**src/verilog/tcs_cfg.svh**
```systemverilog
// constants for the transmit configuration and status block
`ifndef TCS_CFG_SVH
`define TCS_CFG_SVH

// clock period of ref_clk, in ns
`define TCS_CLK_PERIOD_NS 10
// heartbeat window after a transmission, in ns (6.4 us)
`define TCS_HB_WINDOW_NS 6400
// longest time: rounds down to whole cycles
`define TCS_HB_CYCLES (`TCS_HB_WINDOW_NS / `TCS_CLK_PERIOD_NS)
// one slot time, in ns (51.2 us)
`define TCS_SLOT_TIME_NS 51200
// least time: rounds up to whole cycles
`define TCS_SLOT_CYCLES \
   ((`TCS_SLOT_TIME_NS + `TCS_CLK_PERIOD_NS - 1) / `TCS_CLK_PERIOD_NS)

// transmit configuration field positions
`define TCS_CFG_CRC_INHIBIT 0
`define TCS_CFG_LB_LOW 1
`define TCS_CFG_LB_HIGH 2
`define TCS_CFG_AUTO_DISABLE 3
`define TCS_CFG_COLL_OFFSET 4
// configuration reset value (loopback field powers up as 0)
`define TCS_CFG_RESET 5'h00

// transmit status field positions
`define TCS_ST_TX_OK 0
`define TCS_ST_COLLIDED 2
`define TCS_ST_ABORTED 3
`define TCS_ST_CARRIER_LOST 4
`define TCS_ST_UNDERRUN 5
`define TCS_ST_HB_FAIL 6
`define TCS_ST_LATE_COLL 7
`define TCS_ST_RESET 8'h00

// multicast hash bits that switch the transmitter off and on
`define TCS_HASH_DISABLE 6'h3e
`define TCS_HASH_ENABLE 6'h3f

// backoff: collisions that get the offset, and the exponent ceiling
`define TCS_COLLISION_OFFSET_ENABLE_COLLISIONS 5'h03
`define TCS_BACKOFF_MAX_EXP 4'ha
`define TCS_LFSR_SEED 16'hace1

`endif

```
**src/verilog/tcs_pkg.sv**
```systemverilog
// types of the transmit configuration and status block
package tcs_pkg;

   // transmit sequencing states
   typedef enum logic [1:0] {
      TCS_IDLE = 2'h0,
      TCS_ARMED = 2'h1,
      TCS_XMIT = 2'h2
   } tcs_state_type;

   // loopback selections
   typedef enum logic [1:0] {
      TCS_LB_NORMAL = 2'h0,
      TCS_LB_ENCODER = 2'h1,
      TCS_LB_FRONTEND = 2'h2,
      TCS_LB_COAX = 2'h3
   } tcs_loopback_type;

   // main block state
   typedef struct packed {
      logic [4:0] cfg;
      logic [7:0] status;
      logic tx_dis;
      tcs_state_type st;
      logic [4:0] coll_cnt;
      logic [12:0] slot_cnt;
      logic sfd_seen;
      logic retry;
      logic underrun_abort;
   } tcs_main_type;

   // heartbeat checker state
   typedef struct packed {
      logic busy;
      logic [9:0] cnt;
      logic fail;
   } tcs_hb_type;

   // backoff generator state
   typedef struct packed {
      logic [15:0] lfsr;
      logic [9:0] slots;
   } tcs_bo_type;

endpackage : tcs_pkg

```
**src/verilog/tcs_backoff.sv**
```systemverilog
// backoff slot draw with optional low-priority offset
`timescale 1ns/1ps
`include "tcs_cfg.svh"
module tcs_backoff (
   input wire logic ref_clk,
   input wire logic rst_n,
   input wire logic draw,
   input wire logic [4:0] coll_num,
   input wire logic offset_en,
   output logic [9:0] backoff_slots
);
   // all state of the generator
   tcs_pkg::tcs_bo_type s_reg;
   tcs_pkg::tcs_bo_type s_next;

   // exponent of the range for collision n
   function automatic logic [3:0] backoff_exp(input logic [4:0] n,
                                               input logic offset);
      logic [4:0] k;
      k = n;
      if (offset && n <= `TCS_COLLISION_OFFSET_ENABLE_COLLISIONS) begin
         k = n + 5'h03;
      end
      if (k > 5'(`TCS_BACKOFF_MAX_EXP)) begin
         k = 5'(`TCS_BACKOFF_MAX_EXP);
      end
      return k[3:0];
   endfunction : backoff_exp

   // free-running lfsr; a draw masks it to the range
   always_comb begin
      s_next = s_reg;
      s_next.lfsr = {s_reg.lfsr[14:0],
                     s_reg.lfsr[15] ^ s_reg.lfsr[13]
                     ^ s_reg.lfsr[12] ^ s_reg.lfsr[10]};
      if (draw) begin
         s_next.slots = s_reg.lfsr[9:0]
            & ~(10'h3ff << backoff_exp(coll_num, offset_en));
      end
   end

   // state register
   always_ff @(posedge ref_clk) begin
      if (!rst_n) begin
         s_reg <= '{lfsr: `TCS_LFSR_SEED, slots: 10'h000};
      end else begin
         s_reg <= s_next;
      end
   end

   // held until the next draw
   assign backoff_slots = s_reg.slots;

   property p_offset_range;
      @(posedge ref_clk) disable iff (!rst_n)
      draw && offset_en && coll_num == 5'h01 |=> backoff_slots < 10'h010;
   endproperty
   a_offset_range: assert property (p_offset_range)
      else $error("offset backoff range wrong");

   property p_norm_range;
      @(posedge ref_clk) disable iff (!rst_n)
      draw && !offset_en && coll_num == 5'h01 |=> backoff_slots < 10'h002;
   endproperty
   a_norm_range: assert property (p_norm_range)
      else $error("normal backoff range wrong");

endmodule : tcs_backoff

```
**src/verilog/tcs_heartbeat.sv**
```systemverilog
// heartbeat window checker after each completed transmission
`timescale 1ns/1ps
`include "tcs_cfg.svh"
module tcs_heartbeat (
   input wire logic ref_clk,
   input wire logic rst_n,
   input wire logic arm,
   input wire logic cd_heartbeat,
   output logic hb_fail
);
   // all state of the checker
   tcs_pkg::tcs_hb_type s_reg;
   tcs_pkg::tcs_hb_type s_next;

   // window runs from arm; a collision signal inside it passes
   always_comb begin
      s_next = s_reg;
      s_next.fail = 1'b0;
      if (arm) begin
         s_next.busy = 1'b1;
         s_next.cnt = 10'h000;
      end else if (s_reg.busy) begin
         if (cd_heartbeat) begin
            // heartbeat seen in time
            s_next.busy = 1'b0;
         end else if (s_reg.cnt == 10'(`TCS_HB_CYCLES - 1)) begin
            // window closed without a heartbeat
            s_next.fail = 1'b1;
            s_next.busy = 1'b0;
         end else begin
            s_next.cnt = s_reg.cnt + 10'h001;
         end
      end
   end

   // state register
   always_ff @(posedge ref_clk) begin
      if (!rst_n) begin
         s_reg <= '0;
      end else begin
         s_reg <= s_next;
      end
   end

   // one-cycle failure pulse
   assign hb_fail = s_reg.fail;

   property p_hb_window;
      @(posedge ref_clk) disable iff (!rst_n)
      s_reg.busy && !arm && !cd_heartbeat
         && s_reg.cnt != 10'(`TCS_HB_CYCLES - 1) |=> !hb_fail;
   endproperty
   a_hb_window: assert property (p_hb_window)
      else $error("heartbeat failure too early");

   property p_hb_fail;
      @(posedge ref_clk) disable iff (!rst_n)
      s_reg.busy && !arm && !cd_heartbeat
         && s_reg.cnt == 10'(`TCS_HB_CYCLES - 1) |=> hb_fail;
   endproperty
   a_hb_fail: assert property (p_hb_fail)
      else $error("missing heartbeat not flagged");

endmodule : tcs_heartbeat

```
**src/verilog/tx_config_status.sv**
```systemverilog
// transmit configuration register, status register and sequencing
`timescale 1ns/1ps
`include "tcs_cfg.svh"
module tx_config_status #(
   // one slot time in cycles; shorten for simulation
   parameter logic [12:0] SLOT_CYCLES = 13'(`TCS_SLOT_CYCLES)
) (
   input wire logic ref_clk,
   input wire logic rst_n,
   input wire logic cfg_wr,
   input wire logic [7:0] cfg_wdata,
   output logic [7:0] transmit_configuration,
   output logic [7:0] transmit_status,
   output logic crc_append,
   output logic [1:0] loopback_mode,
   output logic tx_enable,
   input wire logic tx_start,
   input wire logic attempt_start,
   input wire logic sfd_sent,
   input wire logic carrier_sense,
   input wire logic collision,
   input wire logic excess_coll,
   input wire logic fifo_empty,
   input wire logic tx_end,
   input wire logic cd_heartbeat,
   input wire logic mcast_hit,
   input wire logic [5:0] mcast_hash,
   output logic retry,
   output logic underrun_abort,
   output logic [9:0] backoff_slots
);
   // all state of the block
   tcs_pkg::tcs_main_type s_reg;
   tcs_pkg::tcs_main_type s_next;
   // status bits raised this cycle
   logic [7:0] sets;
   // collision retry request towards backoff
   logic draw_req;
   // clean end of frame, arms the heartbeat window
   logic ok_end;
   // heartbeat window expired without a collision signal
   logic hb_fail;

   // true when a multicast frame hashes to the given bit
   function automatic logic hash_is(input logic hit,
                                    input logic [5:0] hash,
                                    input logic [5:0] want);
      return hit && (hash == want);
   endfunction : hash_is

   // next-state logic
   always_comb begin
      s_next = s_reg;
      s_next.retry = 1'b0;
      s_next.underrun_abort = 1'b0;
      sets = 8'h00;
      draw_req = 1'b0;
      ok_end = 1'b0;

      // bits 7:5 are ignored; software keeps them zero
      if (cfg_wr) begin
         s_next.cfg = cfg_wdata[4:0];
      end

      if (!s_next.cfg[`TCS_CFG_AUTO_DISABLE]) begin
         s_next.tx_dis = 1'b0;
      end else if (hash_is(mcast_hit, mcast_hash, `TCS_HASH_DISABLE)) begin
         s_next.tx_dis = 1'b1;
      end else if (hash_is(mcast_hit, mcast_hash, `TCS_HASH_ENABLE)) begin
         s_next.tx_dis = 1'b0;
      end

      // transmit sequencing
      case (s_reg.st)
         tcs_pkg::TCS_IDLE: begin
            if (tx_start) begin
               s_next.st = tcs_pkg::TCS_ARMED;
               s_next.coll_cnt = 5'h00;
            end
         end
         tcs_pkg::TCS_ARMED: begin
            // waiting for the mac to begin an attempt
            if (attempt_start) begin
               s_next.st = tcs_pkg::TCS_XMIT;
               s_next.slot_cnt = 13'h0000;
               s_next.sfd_seen = 1'b0;
            end
         end
         tcs_pkg::TCS_XMIT: begin
            // slot counter saturates so late collisions stay late
            if (s_reg.slot_cnt != 13'h1fff) begin
               s_next.slot_cnt = s_reg.slot_cnt + 13'h0001;
            end
            if (sfd_sent) begin
               s_next.sfd_seen = 1'b1;
            end
            // carrier watched only once the preamble is out
            if (s_reg.sfd_seen && !carrier_sense) begin
               sets[`TCS_ST_CARRIER_LOST] = 1'b1;
            end
            if (fifo_empty) begin
               sets[`TCS_ST_UNDERRUN] = 1'b1;
               s_next.underrun_abort = 1'b1;
               s_next.st = tcs_pkg::TCS_IDLE;
            end else if (collision) begin
               sets[`TCS_ST_COLLIDED] = 1'b1;
               if (s_reg.slot_cnt >= SLOT_CYCLES) begin
                  sets[`TCS_ST_LATE_COLL] = 1'b1;
               end
               if (s_reg.coll_cnt != 5'h1f) begin
                  s_next.coll_cnt = s_reg.coll_cnt + 5'h01;
               end
               if (excess_coll) begin
                  sets[`TCS_ST_ABORTED] = 1'b1;
                  s_next.st = tcs_pkg::TCS_IDLE;
               end else begin
                  s_next.retry = 1'b1;
                  draw_req = 1'b1;
                  s_next.st = tcs_pkg::TCS_ARMED;
               end
            end else if (tx_end) begin
               sets[`TCS_ST_TX_OK] = 1'b1;
               ok_end = 1'b1;
               s_next.st = tcs_pkg::TCS_IDLE;
            end
         end
         default: begin
            s_next.st = tcs_pkg::TCS_IDLE;
         end
      endcase

      if (hb_fail) begin
         sets[`TCS_ST_HB_FAIL] = 1'b1;
      end

      // clear on new start, events win over the clear
      if (tx_start && s_reg.st == tcs_pkg::TCS_IDLE) begin
         s_next.status = 8'h00;
      end
      s_next.status = s_next.status | sets;
   end

   // state register
   always_ff @(posedge ref_clk) begin
      if (!rst_n) begin
         s_reg <= '{cfg: `TCS_CFG_RESET, status: `TCS_ST_RESET,
                    tx_dis: 1'b0, st: tcs_pkg::TCS_IDLE,
                    coll_cnt: 5'h00, slot_cnt: 13'h0000,
                    sfd_seen: 1'b0, retry: 1'b0,
                    underrun_abort: 1'b0};
      end else begin
         s_reg <= s_next;
      end
   end

   // heartbeat window after each good frame
   tcs_heartbeat u_heartbeat (
      .ref_clk(ref_clk),
      .rst_n(rst_n),
      .arm(ok_end),
      .cd_heartbeat(cd_heartbeat),
      .hb_fail(hb_fail)
   );

   // backoff draw on each rescheduled collision
   tcs_backoff u_backoff (
      .ref_clk(ref_clk),
      .rst_n(rst_n),
      .draw(draw_req),
      .coll_num(s_next.coll_cnt),
      .offset_en(s_reg.cfg[`TCS_CFG_COLL_OFFSET]),
      .backoff_slots(backoff_slots)
   );

   // register reads; reserved bits read as zero
   assign transmit_configuration = {3'h0, s_reg.cfg};
   // reserved status bit 1 is never set
   assign transmit_status = s_reg.status;
   assign crc_append = !s_reg.cfg[`TCS_CFG_CRC_INHIBIT];
   assign loopback_mode = {s_reg.cfg[`TCS_CFG_LB_HIGH],
                           s_reg.cfg[`TCS_CFG_LB_LOW]};
   assign tx_enable = !s_reg.tx_dis;
   assign retry = s_reg.retry;
   assign underrun_abort = s_reg.underrun_abort;

   property p_crc;
      @(posedge ref_clk) disable iff (!rst_n)
      cfg_wr |=> crc_append == !$past(cfg_wdata[0]);
   endproperty
   a_crc: assert property (p_crc)
      else $error("crc append does not follow write");

   property p_loopback;
      @(posedge ref_clk) disable iff (!rst_n)
      cfg_wr |=> loopback_mode == $past(cfg_wdata[2:1]);
   endproperty
   a_loopback: assert property (p_loopback)
      else $error("loopback mode does not follow write");

   property p_lb_reset;
      @(posedge ref_clk)
      !rst_n |=> loopback_mode == 2'h0 && transmit_configuration == 8'h00;
   endproperty
   a_lb_reset: assert property (p_lb_reset)
      else $error("loopback not normal after reset");

   property p_remote_off;
      @(posedge ref_clk) disable iff (!rst_n)
      s_reg.cfg[`TCS_CFG_AUTO_DISABLE] && !cfg_wr && mcast_hit
         && mcast_hash == `TCS_HASH_DISABLE |=> !tx_enable;
   endproperty
   a_remote_off: assert property (p_remote_off)
      else $error("transmitter not disabled by hash 62");

   property p_auto_clear;
      @(posedge ref_clk) disable iff (!rst_n)
      cfg_wr && !cfg_wdata[3] |=> tx_enable;
   endproperty
   a_auto_clear: assert property (p_auto_clear)
      else $error("transmitter still disabled after clear");

   property p_clear;
      @(posedge ref_clk) disable iff (!rst_n)
      tx_start && s_reg.st == tcs_pkg::TCS_IDLE && !hb_fail
         |=> transmit_status == 8'h00 ##1
             transmit_status[`TCS_ST_TX_OK] == 1'b0;
   endproperty
   a_clear: assert property (p_clear)
      else $error("status not cleared on start");

   property p_late;
      @(posedge ref_clk) disable iff (!rst_n)
      s_reg.st == tcs_pkg::TCS_XMIT && collision && !fifo_empty
         && s_reg.slot_cnt >= SLOT_CYCLES |=> transmit_status[7];
   endproperty
   a_late: assert property (p_late)
      else $error("late collision not flagged");

   property p_resched;
      @(posedge ref_clk) disable iff (!rst_n)
      s_reg.st == tcs_pkg::TCS_XMIT && collision && !fifo_empty
         && !excess_coll |=> retry && s_reg.st == tcs_pkg::TCS_ARMED;
   endproperty
   a_resched: assert property (p_resched)
      else $error("collision not rescheduled");

   property p_ok;
      @(posedge ref_clk) disable iff (!rst_n)
      transmit_status[`TCS_ST_TX_OK] |-> !transmit_status[3]
         && !transmit_status[5];
   endproperty
   a_ok: assert property (p_ok)
      else $error("ok set with abort or underrun");

   property p_underrun;
      @(posedge ref_clk) disable iff (!rst_n)
      s_reg.st == tcs_pkg::TCS_XMIT && fifo_empty
         |=> underrun_abort && transmit_status[5] ##1 !underrun_abort;
   endproperty
   a_underrun: assert property (p_underrun)
      else $error("underrun not flagged or not one pulse");

endmodule : tx_config_status
```
**config.mk**
```make
export PLATFORM = sky130hd
export DESIGN_NAME = tx_config_status
export DESIGN_NICKNAME = d
export VERILOG_FILES = /design/src/verilog/tcs_pkg.sv /design/src/verilog/tcs_backoff.sv /design/src/verilog/tcs_heartbeat.sv /design/src/verilog/tx_config_status.sv
export VERILOG_INCLUDE_DIRS = /design/src /design/src/verilog
export SDC_FILE = /design/constraint.sdc
export NUM_CORES = 1
export LEC_CHECK = 0
export ABC_CLOCK_PERIOD_IN_PS = 5800
export BUFFER_PORTS_ARGS = -buffer_cell sky130_fd_sc_hd__buf_2
export CAP_MARGIN = 25
export CORE_MARGIN = 2
export CORE_UTILIZATION = 48
export CTS_CLUSTER_DIAMETER = 100
export DETAILED_ROUTE_END_ITERATION = 12
export PLACE_DENSITY = 0.7
export SYNTH_ARGS = -nofsm -noshare
export SYNTH_HDL_FRONTEND = slang
export SYNTH_HIERARCHICAL = 1
export SYNTH_SLANG_ARGS = --single-unit
```
**constraint.sdc**
```tcl
create_clock -name ref_clk -period 5.8 [get_ports ref_clk]
set_input_delay 0.87 -clock ref_clk [delete_from_list [all_inputs] [get_ports ref_clk]]
set_output_delay 0.87 -clock ref_clk [all_outputs]
set_load 0.05 [all_outputs]
```
==> flow_summary.ini <==
[status]
outcome = complete, no violations

[grt]
antenna_found_initial = 0
gr-total-overflow = 0
grt_usage_pct = 17.7
grt_max_degree = 40
grt_pass1_vias = 2578
grt_first_pass_wirelength_um = 11900

[cells_and_area]
final_nets = 456
layout_common_cells = 74 x dfxtp_1, 51 x buf_2, 29 x a21oi_1
postLayoutCellArea_um2 = 3950
largest_reg_flops = 22
register_area_um2 = 1480
antenna_cells = 0
fill_cells = 673
multi_input_area_um2 = 1790
drive_gt1_share_pct = 20.8
area_delta_synth_final_pct = 9.74
final_common_cell = dfxtp_1

[floorplan]
die-width_um = 90.6
num_rows = 31
die_y_um = 90.6
pin_count = 59
start_util_pct = 49.6
die_area_um2 = 8210
core_um2 = 7250

[detailed_routing]
drc = 0
viasPerCell = 5.30
firstDrtPassIters = 4
routedWlPerCell_um = 13.1
drt-met1-wl_um = 3390
routed.top_layer = met4
wirelength_um = 6910
met3WireLength_um = 276
wl_met2_um = 3150
num_vias = 2795
drtIter0Drc = 208
ant_nets = 0

[sta]
finalCritPeriodShare_pct = 57.2
hold_violations = 0
slew_headroom_pct = 39.8
skew_ns = 0.00679
setup_viol = 0
worst_pin_slew_ns = 0.902
period_minus_slack_ns = 3.32
setup-tns-final_ns = 0
rsz0062_at_grt = no
fmaxAchievable_ghz = 0.302
maxSlewViolCount = 0

[placed_design]
gp_congestion = 0.765
hpwl_um = 4880
placed_area_um2 = 3720
io_buffers = 51

[clock_tree]
post_cts_buffers = 0
cts-root-buf = clkbuf_8
h-tree-depth = 3
cts_sinks = 74
post_cts_resized = 0
tritoncts = done
clk_pin_slew_worst_paths_ns = 0.08
cts_buffer_depth = 2
cts_hold_buffers = 0
clock_latency_ns = 0.34
cts_inserted_buffers = 9

[critical_path]
cp.required_ns = 6.04
cpPeakStageDelay_ns = 0.58
cp_common_cell = nand2_1
critPathLaunch = fifo_empty
crit_type = in -> reg
critPathCaptureType = register
startpoint_type = input pin
crit_path_cell_trace = buf_2, and4bb_2, nand2_1, mux2i_1, inv_1, ha_1, nand2_1, o41ai_1, a31oi_1, a22o_1
crit_fanout = 9
arrival_ns = 3.55
crit_slowest_cell = mux2i_1
regToRegSetupSlack_ns = 2.62
r2r_start = s_reg[21]

[min_path]
hold_start = u_backoff/s_next[25]
hold_class = reg -> reg

[yosys]
yosys.area.top_type = dfxtp_1
synth_cell_types = 74
syn_inst = 396
synth_edf_count = 0
synth_top_area_share_pct = 41.2
yosysWarnings = 6
synthArstFlopShare_pct = 0
syn_area_um2 = 3600
netlist_top_cells_area = dfxtp_1 41%, buf_4 5.8%, a21oi_1 4.0%, nor2_1 2.8%, and2_1 2.4%
synth_top_flop_cell = dfxtp_1
synth.avg_cell_area_um2 = 9.09
synth-seq-area-share_pct = 41.2
ys_ff_latch = 74

[power]
ir_drop_v = 0.000137
cellPowerDensity_nw_per_um2 = 263
p_leak_nw = 1.57

[job]
maxCapViolCount = 0
==> critical path: cells and delay by family <==
kind / cells / cell delay, ns
mux: 1 / 0.58
simple gates: 3 / 0.65
compound gates: 3 / 0.77
fa+ha+maj: 1 / 0.38
buf+inv: 2 / 0.30
==> routing by layer <==
metal	track usage, %	up-vias
met2	28.4	51
met1	23.2	1295
met5	0	-
li1	-	1441
met3	4.76	8
met4	5.77	0
==> path summary, 6_finish.rpt <==
check,endpoint,depth (start not counted)
hold reg to reg,u_backoff/s_reg[25],1
setup / recovery,u_backoff/backoff_slots[4],10
hold / removal,u_backoff/s_reg[25],1
setup reg to reg,u_backoff/backoff_slots[4],9
==> metrics by stage <==
stage	worst slack (ns)	std cells	util, %	hold WS [ns]	total power [W]
2_1_floorplan	2.79	399	-	0.386	0.000598
3_3_place_gp	2.30	510	51.3	0.390	0.000612
3_5_place_dp	2.22	510	51.3	0.392	0.000613
4_1_cts	2.57	526	54.3	0.410	0.00105
5_1_grt	2.42	527	54.4	0.421	0.00108
6_report	2.48	527	54.4	0.408	0.00104
==> cell type report <==
| type | count | area share, % |
|---|---|---|
| Clock buffer | 11 | 3.58 |
| Sequential cell | 74 | 37.5 |
| Tap cell | 99 | 3.14 |
| Timing Repair Buffer | 53 | 6.84 |
| Clock inverter | 5 | 1.96 |
| Inverter | 18 | 1.71 |
| Multi-Input combinational cell | 267 | 45.2 |
==> synthesized netlist by cell type (6+ instances only) <==
cell type and number:
nor3_1 6, a21oi_1 29, nand4_1 7, dfxtp_1 74, inv_1 17, o21ai_0 9
nand2_1 21, nand2b_1 14, nor2_1 27, mux2i_1 8, o31ai_1 10, or4_1 9
nand3b_1 6, nand3_1 12, clkbuf_1 7, buf_4 28, ha_1 6, and2_1 14
==> cells by family (layout without fill, tap and decap cells) <==
family	after synthesis	in the layout	synth area share (%)
adders and majority gates	6	6	2.09
other	1	4	0.104
and+or+nand+nor	155	155	26.4
xor gates and xnor gates	7	7	1.70
AOI/OAI and AO/OA	87	87	16.8
DFF	74	74	41.2
muxes	8	8	2.23
buffers and inverters	58	87	9.49
==> where the power goes <==
part           internal [W]  leakage [nW]   total, W  switching, W
registers          0.000520         0.602   0.000528    0.00000881
clock network      0.000253         0.109   0.000438      0.000185
logic             0.0000246         0.858  0.0000730     0.0000484
No activity file was read; power rests on OpenSTA's default activity.
